$ cat config.mk
export PLATFORM = sky130hd
export DESIGN_NAME = step_cmd_input
export DESIGN_NICKNAME = d
export VERILOG_FILES = /design/src/core/step_cmd_pkg.sv /design/src/core/step_cmd_input.sv /design/src/core/fault_flasher.sv
export VERILOG_INCLUDE_DIRS = /design/src /design/src/core
export SDC_FILE = /design/constraint.sdc
export NUM_CORES = 1
export LEC_CHECK = 0
export ABC_AREA = 1
export BUFFER_PORTS_ARGS = -buffer_cell sky130_fd_sc_hd__buf_4
export CAP_MARGIN = 20
export CORE_UTILIZATION = 62
export DETAILED_ROUTE_END_ITERATION = 7
export GPL_ROUTABILITY_DRIVEN = 0
export PLACE_DENSITY = 0.91
export SLEW_MARGIN = 20
export SYNTH_ARGS = -nofsm -noshare
export SYNTH_HDL_FRONTEND = slang
export SYNTH_SLANG_ARGS = --single-unit
$ cat constraint.sdc
create_clock -name ref_clk -period 2.6 [get_ports ref_clk]
set_clock_uncertainty 0.15 [all_clocks]
set_input_delay 0.13 -clock ref_clk [delete_from_list [all_inputs] [get_ports ref_clk]]
set_output_delay 0.13 -clock ref_clk [all_outputs]
set_load 0.01 [all_outputs]
$ cat src/core/step_cmd_defines.svh
// Purpose: Constants for the step/direction command input logic
// Assumes: 250 MHz ref_clk, inputs already synchronous
// Notes: Times are kept in ns, the period in us, and converted to cycle counts here
`ifndef STEP_CMD_DEFINES_SVH
`define STEP_CMD_DEFINES_SVH

`define CLK_PERIOD_NS 4
// Period in ns overflows a 32-bit int, so it is kept in us
`define FLASH_PERIOD_US 3000000
`define FLASH_PERIOD_CYC (`FLASH_PERIOD_US * (1000 / `CLK_PERIOD_NS))
`define FLASH_ON_NS 250000000
`define FLASH_ON_CYC (`FLASH_ON_NS / `CLK_PERIOD_NS)
`define FLASH_SLOT_NS 500000000
`define FLASH_SLOT_CYC (`FLASH_SLOT_NS / `CLK_PERIOD_NS)
`define FLASH_OVERCURRENT 3'h1
`define FLASH_OVERVOLTAGE 3'h2
`define FLASH_RESERVED 3'h3
`define FLASH_NO_MOTOR 3'h4

`endif

$ cat src/core/step_cmd_pkg.sv
// Purpose: Types for the step/direction command input logic
// Assumes: Nothing beyond the defines header
// Notes: Fault bit order follows flash-count priority
package step_cmd_pkg;
  typedef enum logic {
    wiring_sinking,
    wiring_sourcing
  } wiring_t;
  typedef enum logic [1:0] {
    flash_idle,
    flash_on,
    flash_off,
    flash_rest
  } flash_state_t;
  typedef struct packed {
    logic no_motor;
    logic reserved;
    logic over_voltage;
    logic over_current;
  } fault_t;
endpackage

$ cat src/core/step_cmd_input.sv
// Purpose: Command input decoding for a stepper drive
// Assumes: Isolated inputs already synchronous to ref_clk
// Notes: Step events are one-cycle pulses with a direction qualifier
//        clk_en low holds every flop, edge history included, so an edge on a line still high when clk_en returns is seen then
`timescale 1ns/10ps
`include "step_cmd_defines.svh"
module step_cmd_input #(
  parameter int PERIOD_CYC = `FLASH_PERIOD_CYC,
  parameter int ON_CYC = `FLASH_ON_CYC,
  parameter int SLOT_CYC = `FLASH_SLOT_CYC
) (
  // Clock, reset, enable
  input wire logic ref_clk,
  input wire logic rst,
  input wire logic clk_en,
  // Isolated command inputs
  input wire logic step_pulse,
  input wire logic dir_level,
  input wire logic drive_enable,
  input wire logic enable_connected,
  // Configuration
  input wire step_cmd_pkg::wiring_t wiring,
  input wire logic control_type_jumper,
  input wire logic microstep_jumper,
  // Protection status
  input wire step_cmd_pkg::fault_t faults,
  input wire logic power_good,
  // Motion outputs
  output logic step_out,
  output logic dir_cw,
  output logic enabled,
  output logic microstep_on,
  output logic dual_pulse_mode,
  // Indicators
  output logic red_led,
  output logic green_led
);
  import step_cmd_pkg::*;

  logic [1:0] line_in;
  wire logic [1:0] line_rise;
  logic step_rise;
  logic dir_rise;
  logic enable_level;

  // Bit 0 carries the step line, bit 1 the direction line
  assign line_in = {dir_level, step_pulse};
  assign step_rise = line_rise[0];
  assign dir_rise = line_rise[1];

  // Floating enable draws no current: treat as enabled
  // Sourcing drivers pull the line low to enable
  always_comb begin
    if (!enable_connected) begin
      enable_level = 1'b1;
    end else if (wiring == wiring_sinking) begin
      enable_level = drive_enable;
    end else begin
      enable_level = ~drive_enable;
    end
  end

  // ==========================================
  // Edge history, one detector each for the step and direction lines
  for (genvar g = 0; g < 2; g++) begin : g_edge
    logic prev_reg;

    // Reset to the idle level, so a line already high at release gives one step
    // Only an edge counts: a line held high must not repeat the step
    always_ff @(posedge ref_clk) begin
      if (rst) begin
        prev_reg <= 1'b0;
      end else if (clk_en) begin
        prev_reg <= line_in[g];
      end
    end

    assign line_rise[g] = line_in[g] & ~prev_reg;
  end

  // ==========================================
  // Configuration and enable
  // Jumpers are static in use; registering them keeps outputs flop-driven
  always_ff @(posedge ref_clk) begin
    if (rst) begin
      enabled <= 1'b1;
      dual_pulse_mode <= 1'b0;
      microstep_on <= 1'b1;
      green_led <= 1'b0;
    end else if (clk_en) begin
      enabled <= enable_level;
      dual_pulse_mode <= control_type_jumper;
      microstep_on <= ~microstep_jumper;
      green_led <= power_good;
    end
  end

  // ==========================================
  // Step generation
  // Direction is sampled at the step edge; setup is the controller's job
  // Limitation: both lines rising in one cycle in dual mode lose that step
  always_ff @(posedge ref_clk) begin
    if (rst) begin
      step_out <= 1'b0;
      dir_cw <= 1'b1;
    end else if (clk_en) begin
      step_out <= 1'b0;
      if (enable_level) begin
        if (control_type_jumper) begin
          // Simultaneous edges cancel rather than pick a side
          if (step_rise && !dir_rise) begin
            step_out <= 1'b1;
            dir_cw <= 1'b1;
          end else if (dir_rise && !step_rise) begin
            step_out <= 1'b1;
            dir_cw <= 1'b0;
          end
        end else if (step_rise) begin
          step_out <= 1'b1;
          dir_cw <= dir_level;
        end
      end
    end
  end

  // ==========================================
  // Fault indicator
  // Timing counts are parameters so a bench can shorten the seconds-long period
  fault_flasher #(
    .PERIOD_CYC(PERIOD_CYC),
    .ON_CYC(ON_CYC),
    .SLOT_CYC(SLOT_CYC)
  ) u_flasher (
    .ref_clk(ref_clk),
    .rst(rst),
    .clk_en(clk_en),
    .faults(faults),
    .red_led(red_led)
  );

  // ==========================================
  // Checks
  // Each check looks one edge after the inputs that it names were sampled
  // Step checks use the combinational decode, the same one the step logic uses

  a_step_on_edge: assert property (@(posedge ref_clk) disable iff (rst)
      (clk_en && !control_type_jumper && enable_level && step_rise)
      |=> (step_out && dir_cw == $past(dir_level)))
    else $error("Rising step edge did not produce a step");

  a_step_only_edge: assert property (@(posedge ref_clk) disable iff (rst)
      (clk_en && !control_type_jumper && !step_rise) |=> !step_out)
    else $error("Step produced without a rising edge");

  a_step_disabled: assert property (@(posedge ref_clk) disable iff (rst)
      (clk_en && !enable_level) |=> !step_out)
    else $error("Step produced while disabled");

  a_step_cause: assert property (@(posedge ref_clk) disable iff (rst)
      $rose(step_out) |-> $past(clk_en && enable_level && (step_rise || dir_rise)))
    else $error("Step produced with no enabled edge behind it");

  a_dir_hold: assert property (@(posedge ref_clk) disable iff (rst)
      (clk_en && !step_rise && !dir_rise) |=> $stable(dir_cw))
    else $error("Direction changed without a step");

  a_enable_default: assert property (@(posedge ref_clk)
      $fell(rst) |-> enabled)
    else $error("Drive not enabled out of reset");

  a_enable_float: assert property (@(posedge ref_clk) disable iff (rst)
      (clk_en && !enable_connected) |=> enabled)
    else $error("Unconnected enable did not enable");

  a_enable_polarity: assert property (@(posedge ref_clk) disable iff (rst)
      (clk_en && enable_connected && wiring == wiring_sourcing)
      |=> (enabled == !$past(drive_enable)))
    else $error("Sourcing enable polarity wrong");

  a_enable_sinking: assert property (@(posedge ref_clk) disable iff (rst)
      (clk_en && enable_connected && wiring == wiring_sinking)
      |=> (enabled == $past(drive_enable)))
    else $error("Sinking enable polarity wrong");

  a_dual_cw: assert property (@(posedge ref_clk) disable iff (rst)
      (clk_en && control_type_jumper && enable_level && step_rise && !dir_rise)
      |=> (step_out && dir_cw))
    else $error("Dual pulse clockwise step missing");

  a_dual_ccw: assert property (@(posedge ref_clk) disable iff (rst)
      (clk_en && control_type_jumper && enable_level && dir_rise && !step_rise)
      |=> (step_out && !dir_cw))
    else $error("Dual pulse counter-clockwise step missing");

  a_dual_cancel: assert property (@(posedge ref_clk) disable iff (rst)
      (clk_en && control_type_jumper && step_rise == dir_rise) |=> !step_out)
    else $error("Dual pulse step without a single edge");

  a_jumper_decode: assert property (@(posedge ref_clk) disable iff (rst)
      clk_en |=> (microstep_on == !$past(microstep_jumper)))
    else $error("Microstep jumper decode wrong");

  a_mode_decode: assert property (@(posedge ref_clk) disable iff (rst)
      clk_en |=> (dual_pulse_mode == $past(control_type_jumper)))
    else $error("Control type jumper decode wrong");

  a_green_follow: assert property (@(posedge ref_clk) disable iff (rst)
      clk_en |=> (green_led == $past(power_good)))
    else $error("Power indicator does not follow power");

  a_reset_values: assert property (@(posedge ref_clk)
      rst |=> (!step_out && dir_cw && enabled && microstep_on && !dual_pulse_mode
      && !red_led && !green_led))
    else $error("Outputs not at reset values after reset");

  // Freeze checks keep a stalled clock enable from leaking a step downstream
  a_freeze_motion: assert property (@(posedge ref_clk) disable iff (rst)
      !clk_en |=> ($stable(step_out) && $stable(dir_cw)))
    else $error("Motion outputs moved while clock enable low");

  a_freeze_config: assert property (@(posedge ref_clk) disable iff (rst)
      !clk_en |=> ($stable(enabled) && $stable(dual_pulse_mode) && $stable(microstep_on)
      && $stable(green_led) && $stable(red_led)))
    else $error("Configuration outputs moved while clock enable low");
endmodule // step_cmd_input

$ cat src/core/fault_flasher.sv
// Purpose: Red fault indicator flash sequencer
// Assumes: Fault levels synchronous to ref_clk
// Notes: Count latched at period start, so a fault change never splits a burst
`timescale 1ns/10ps
`include "step_cmd_defines.svh"
module fault_flasher #(
  parameter int PERIOD_CYC = `FLASH_PERIOD_CYC,
  parameter int ON_CYC = `FLASH_ON_CYC,
  parameter int SLOT_CYC = `FLASH_SLOT_CYC
) (
  // Clock, reset, enable
  input wire logic ref_clk,
  input wire logic rst,
  input wire logic clk_en,
  // Fault levels
  input wire step_cmd_pkg::fault_t faults,
  // Indicator
  output logic red_led
);
  import step_cmd_pkg::*;

  flash_state_t state_reg;
  logic [31:0] period_reg;
  logic [31:0] slot_reg;
  logic [2:0] count_reg;
  logic [2:0] done_reg;
  logic [2:0] code;

  // Over-current wins, then voltage, reserved, missing motor
  always_comb begin
    if (faults.over_current) begin
      code = `FLASH_OVERCURRENT;
    end else if (faults.over_voltage) begin
      code = `FLASH_OVERVOLTAGE;
    end else if (faults.reserved) begin
      code = `FLASH_RESERVED;
    end else if (faults.no_motor) begin
      code = `FLASH_NO_MOTOR;
    end else begin
      code = 3'h0;
    end
  end

  // ==========================================
  // Sequencer
  always_ff @(posedge ref_clk) begin
    if (rst) begin
      state_reg <= flash_idle;
      period_reg <= 32'h0;
      slot_reg <= 32'h0;
      count_reg <= 3'h0;
      done_reg <= 3'h0;
      red_led <= 1'b0;
    end else if (clk_en) begin
      case (state_reg)
        flash_idle: begin
          red_led <= 1'b0;
          if (code != 3'h0) begin
            count_reg <= code;
            done_reg <= 3'h0;
            period_reg <= 32'h0;
            slot_reg <= 32'h0;
            red_led <= 1'b1;
            state_reg <= flash_on;
          end
        end
        flash_on: begin
          period_reg <= period_reg + 32'h1;
          slot_reg <= slot_reg + 32'h1;
          if (slot_reg == 32'(ON_CYC - 1)) begin
            red_led <= 1'b0;
            done_reg <= done_reg + 3'h1;
            state_reg <= flash_off;
          end
        end
        flash_off: begin
          period_reg <= period_reg + 32'h1;
          slot_reg <= slot_reg + 32'h1;
          if (done_reg == count_reg) begin
            state_reg <= flash_rest;
          end else if (slot_reg == 32'(SLOT_CYC - 1)) begin
            slot_reg <= 32'h0;
            red_led <= 1'b1;
            state_reg <= flash_on;
          end
        end
        flash_rest: begin
          period_reg <= period_reg + 32'h1;
          if (period_reg >= 32'(PERIOD_CYC - 1)) begin
            // Relaunch here so bursts stay exactly one period apart
            if (code != 3'h0) begin
              count_reg <= code;
              done_reg <= 3'h0;
              period_reg <= 32'h0;
              slot_reg <= 32'h0;
              red_led <= 1'b1;
              state_reg <= flash_on;
            end else begin
              state_reg <= flash_idle;
            end
          end
        end
        default: begin
          state_reg <= flash_idle;
          red_led <= 1'b0;
        end
      endcase
    end
  end

  a_flash_no_fault: assert property (@(posedge ref_clk) disable iff (rst)
      (state_reg == flash_idle && code == 3'h0) |=> !red_led)
    else $error("Red indicator lit with no fault");
  a_flash_count_max: assert property (@(posedge ref_clk) disable iff (rst)
      done_reg <= 3'h4)
    else $error("More than four flashes in one period");
endmodule // fault_flasher

Word-level counts from Yosys, hierarchy flattened --
Cells that the tools add are included.
Cells by class: bitwise logic cells 6, reductions and logical operators 17, eq/ne operators 14, divide/modulo/power cells 0, $lt $le $gt $ge 1, shift-type cells 0, $mul 0, $add $sub $neg 3, mux-type cells 45
Operator list (number):
- $mux 32 | 7
- $pmux 32 s4 | 1
- $pmux 32 s3 | 1
- $add 32x1->32 const B | 2
- $eq 32x26->1 const B | 1
- $eq 32x27->1 const B | 1
- $ge 32x30->1 const B | 1
- $mux 3 | 9
- $mux 1 | 18
- $mux 2 | 5
- $ne 2x1->1 const B | 5
- $pmux 3 s3 | 1
- $pmux 2 s4 | 1
- $reduce_and 4->1 | 2
- $ne 3x1->1 const B | 2
- $pmux 3 s2 | 1
- $reduce_and 6->1 | 1
- $reduce_bool 3->1 | 2
- $reduce_and 5->1 | 1
- $eq 2x2->1 const B | 2
- $not 1->1 | 4
- $pmux 1 s4 | 1
- $reduce_and 2->1 | 2
- $reduce_bool 2->1 | 2
- 10 further kinds | 13
Storage, ports and cells: output and inout bits 7, bits in latches 0, input port bits 15, memories 0, RAM bits 0, memory bits (read-only) 0, register bits after elaboration 81, word-level logic and storage cells 100

Depth between registers and ports, before layout --
depth in word-level cells 8, gate-level depth with buffers 15, depth with buffers taken out 15

Hierarchy --
A second synthesis with hierarchy kept.
Unflattened totals: cell total of the unflattened synthesis 870, area total of the unflattened synthesis 5280.1 sq um
By module, submodules not included:
- fault_flasher | cells an instance 816, area each 4895.9 sq um, seq. area each 1461.4 sq um, times used 1
- step_cmd_input | cells an instance 54, area each 384.1 sq um, seq. area each 160.2 sq um, times used 1

Worst setup path after synthesis --
No wires, ideal clock.
kind register to register, from register u_flasher.state_reg[0], to register u_flasher.period_reg[6], buffers on the path 2, cell stages (with the launch flop) 13, path slack 0.607 ns, library setup time 0.117 ns, period minus slack after synthesis 1.993 ns, data required time 2.333 ns, data arrival time 1.726 ns, cell sequence dfxtp_1 inv_1 ha_1 clkbuf_1 inv_1 nand2_1 inv_1 nand2_4 a21oi_4 inv_2 nand2_4 buf_12 nor2_2
Between the ends: cells in the longest elaborated chain, start to end 3, elaborated cells on any way between the ends 8, classes of those cells 4 x eq/ne; 1 x mux; 3 x reduce/logical
Ends and longest elaborated chain:
- from (decl) | RTL line fault_flasher.sv:22 | flash_state_t state_reg;
- from (signal assigned) | RTL line fault_flasher.sv:48 | state_reg <= flash_idle;
- from (signal assigned) | RTL line fault_flasher.sv:64 | state_reg <= flash_on;
- from (signal assigned) | RTL line fault_flasher.sv:73 | state_reg <= flash_off;
- $eq 2x1->1, or another cell as far along | RTL line fault_flasher.sv:55 | case (state_reg)
- $reduce_or 2->1 (no line) or $ne 2x1->1 (tied branches)
- $pmux 32 s3 or $reduce_and 2->1 (tied branches)
- to (signal assigned) | RTL line fault_flasher.sv:68 | period_reg <= period_reg + 32'h1;
- to (signal assigned) | RTL line fault_flasher.sv:77 | period_reg <= period_reg + 32'h1;
- to (signal assigned) | RTL line fault_flasher.sv:88 | period_reg <= period_reg + 32'h1;
- to (decl) | RTL line fault_flasher.sv:23 | logic [31:0] period_reg;
Several ways; a longest one is shown, not always the timed one. A chain may end at the register's enable or synchronous reset.

Worst setup path in the final report --
from input enable_connected, to register step_out
Between the ends: cells in the longest elaborated chain, start to end 2
Ends and longest elaborated chain:
- from (decl) | RTL line step_cmd_input.sv:20 | input wire logic enable_connected,
- $mux 1 | RTL line step_cmd_input.sv:54 | if (!enable_connected) begin
- $mux 1 | RTL line step_cmd_input.sv:108 | if (enable_level) begin
- to (signal assigned) | RTL line step_cmd_input.sv:107 | step_out <= 1'b0;
- to (signal assigned) | RTL line step_cmd_input.sv:112 | step_out <= 1'b1;
- to (signal assigned) | RTL line step_cmd_input.sv:115 | step_out <= 1'b1;
- to (decl) | RTL line step_cmd_input.sv:29 | output logic step_out,
No other way between the ends.

==> metrics.md <==
| Metric | Value |
|---|---|
| Final worst setup slack | `0.126 ns` |
| Fin nets | `905` |
| Post-synth top area share | `31.3%` |
| Synth top area cells | `dfxtp_1 31%, nand2_1 17%, nor2_1 9.9%, inv_1 8.5%, nand3_1 5.9%` |
| RSZ-0062 raised after global routing | `false` |
| Hold Vio Cnt, Final | `0` |
| Crit-path max cell delay | `0.56 ns` |
| Fmax | `0.404 GHz` |
| Setup WS pre-CTS | `0.282 ns` |
| Pwr/cell area | `446 mW/mm²` |
| Area grow syn2layout | `11.4%` |
| IO Count | `22` |
| VDD IR max | `0.351 mV` |
| Largest net degree at the start of global routing | `35` |
| Via/cell ratio | `5.80` |
| Clk_lat worst skew | `0.37 ns` |
| Vias in the first global route | `5,576` |
| Total GRT Usage | `34.5%` |
| Die span in x | `93.5 µm` |
| Final setup viols | `0` |
| First-pass GRT wire length | `24,200 µm` |
| CTS tree | `yes` |
| Core area | `0.00789 mm²` |
| CTS sink count | `81` |
| CP cell instances | `dlygate4sd3_1 > buf_4 > nand2_1 > dlygate4sd3_1 > nand2_1 > a21oi_1 > nand2_1 > a21oi_1 > dlygate4sd3_1` |
| Antenna viol nets, final | `0` |
| Setup Crit Path Kind | `input pin to flip-flop` |
| Clock power share | `34.8%` |
| Cell Rows | `32` |
| Fin Hold WS | `0.0481 ns` |
| Via count | `5,734` |
| Total number of yosys warnings | `0` |
| Leak Pwr | `0.00228 µW` |
| Die area | `0.00873 mm²` |
| Die Ht | `93.5 µm` |
| Status | `complete, no violations` |
| Seq/Total Area, Yosys | `31.3%` |
| Critical Path AT | `2.62 ns` |
| Worst-Margin Slew | `0.615 ns` |
| Port Buffers | `21` |
| Hold Path Class | `input pin to flip-flop` |
| Root Buffer | `clkbuf_8` |
| Max-cap violation count | `0` |
| Initial Util | `65.7%` |
| Fin Setup TNS | `0 ns` |
| Slew HR | `58.6%` |
| Crit-path max FO | `3` |
| Net Switching | `785 µW` |
| Share of cells above drive strength 1 | `8.47%` |
| Fin crit period | `2.47 ns` |
| Final Max Slew Viols | `0` |
| Gr ovfl total | `0` |
| Clock Pin Slew Worst Setup and Hold Paths | `0.08 ns` |
| Cell variety after synth | `38` |
| Post-Syn Area per Cell | `6.16 µm²` |
| Aggregate routed wire length | `14,200 µm` |
| Initial antenna violation count | `1` |
| CTS max path bufs | `2` |
| Dpl hpwl | `9900 µm` |
| Synth Cell Area | `0.00518 mm²` |
| Cell taking the most area after synthesis | `dfxtp_1` |
| Avg WL per Cell | `14.4 µm` |
| Initial DRT Pass Iterations | `5` |
| Crit end category | `flip-flop` |
| Slowest CP cell | `dlygate4sd3_1` |
| Combinational fraction of design power | `15.1%` |
| CTS buffer count | `9` |
| Commonest non-fill, non-tap cell in the layout | `nand2_1` |
| Commonest non-fill, non-tap cells in the layout | `229 x nand2_1, 137 x nor2_1, 118 x inv_1` |
| # resized after CTS | `0` |
| #FFs+latches synth | `81` |
| Cell Int Power | `1790 µW` |
| Switching share of power | `30.4%` |
| Period utilisation layout | `95.2%` |
| Synth Net Count | `866` |
| WP data required | `2.75 ns` |
| H-tree Lvls | `3` |
| DRT iter0 DRCs | `530` |
| Critical Path Source Type | `input pin` |
| Reg power frac | `50.1%` |
| Synthesized netlist cell count | `842` |
| Residual DRC | `0` |
stage by stage:
stage	instances	area, µm²	power (µW)	utilization (%)
finish	989	5780	2580	73.3
global route	989	5780	2680	73.3
CTS	988	5780	2570	73.2
detailed placement	956	5430	1670	68.8
global placement	956	5430	1660	68.8
floorplan	842	5180	1570	-
metal layers:
layer | share of wire, % | up-vias | track usage, % | wire length [µm]
met2 | 49 | 300 | 60.8 | 6930
met1 | 39 | 2608 | 39.1 | 5580
met4 | 4.5 | 0 | 19.5 | 643
met3 | 7.5 | 89 | 5.93 | 1070
li1 | - | 2737 | - | -
met5 | 0 | - | 0 | 0
final timing paths:
| kind | endpoint | slack (ns) | depth (start not counted) | start |
|---|---|---|---|---|
| max | step_out$_SDFFE_PP0P_ | 0.13 | 9 | enable_connected |
| min | u_flasher.count_reg[1]$_SDFFE_PP0P_ | 0.05 | 5 | faults[2] |
| max reg2reg | u_flasher.slot_reg[5]$_SDFFE_PP0P_ | 0.21 | 13 | u_flasher.slot_reg[1]$_SDFFE_PP0P_ |
| min reg2reg | g_edge[0].prev_reg$_SDFFE_PP0P_ | 0.32 | 2 | g_edge[0].prev_reg$_SDFFE_PP0P_ |
final cells by class:
class                           count  area (µm²)
Antenna cell                        1        2.50
Clock buffer                       10         138
Clock inverter                      6        48.8
Fill cell                         617        2110
Inverter                          121         454
Multi-Input combinational cell    623        3010
Sequential cell                    81        1620
Tap cell                          102         128
Timing Repair Buffer               45         378
kinds of logic (layout without fill, tap and decap cells):
kind of cell               after synthesis  in the layout  share of synthesized area [%]
adders and majority gates                9              9                           2.17
xor gates and xnor gates                29             29                           4.90
AOI/OAI and AO/OA                       72             72                           7.60
other                                    0              1                              0
buffers and inverters                  138            182                           10.7
and+or+nand+nor                        513            513                           43.3
DFF                                     81             81                           31.3
power groups by stage:
stage / logic [µW] / registers [µW] / clock network [µW]
6_report: 388 / 1290 / 898
5_1_grt: 429 / 1300 / 957
3_5_place_dp: 352 / 1320 / 0
4_1_cts: 374 / 1290 / 906
2_1_floorplan: 249 / 1320 / 0
3_3_place_gp: 337 / 1320 / 0
Yosys cell counts:
library cell,instances
dfxtp_1,81
buf_4,2
nor4_1,2
nand4_1,33
xor2_1,22
o21bai_1,1
nand3b_1,2
nand2_2,4
nand3_4,1
o22ai_1,4
o21a_1,1
and3_1,2
o21ai_1,1
nand3_1,61
clkbuf_1,8
nand2_1,229
xnor2_1,7
a21oi_1,24
and2_1,2
o31ai_1,2
a21oi_4,1
inv_2,2
nor3_1,17
nor3_2,3
buf_12,1
nor2_2,14
ha_1,9
buf_6,1
nor4_2,1
o211ai_1,3
inv_1,118
nor2_1,137
nor2_4,1
o21ai_0,35
nand2_4,3
buf_2,5
clkinv_1,1
or3_1,1
critical path: cells and delay by family:
| family | cells | cell delay (ns) |
|---|---|---|
| buffers and inverters | 4 | 1.78 |
| and+or+nand+nor | 3 | 0.28 |
| AOI/OAI and AO/OA | 2 | 0.43 |
timing repair:
| item | CTS | global route |
|---|---|---|
| hold buffers | 16 | 0 |
| hold endpoints to repair | 19 | 0 |
| endpoints found under the setup margin | 0 | 0 |
| setup buffers | 0 | 0 |
Note: power is estimated with default switching activity, not from simulation.
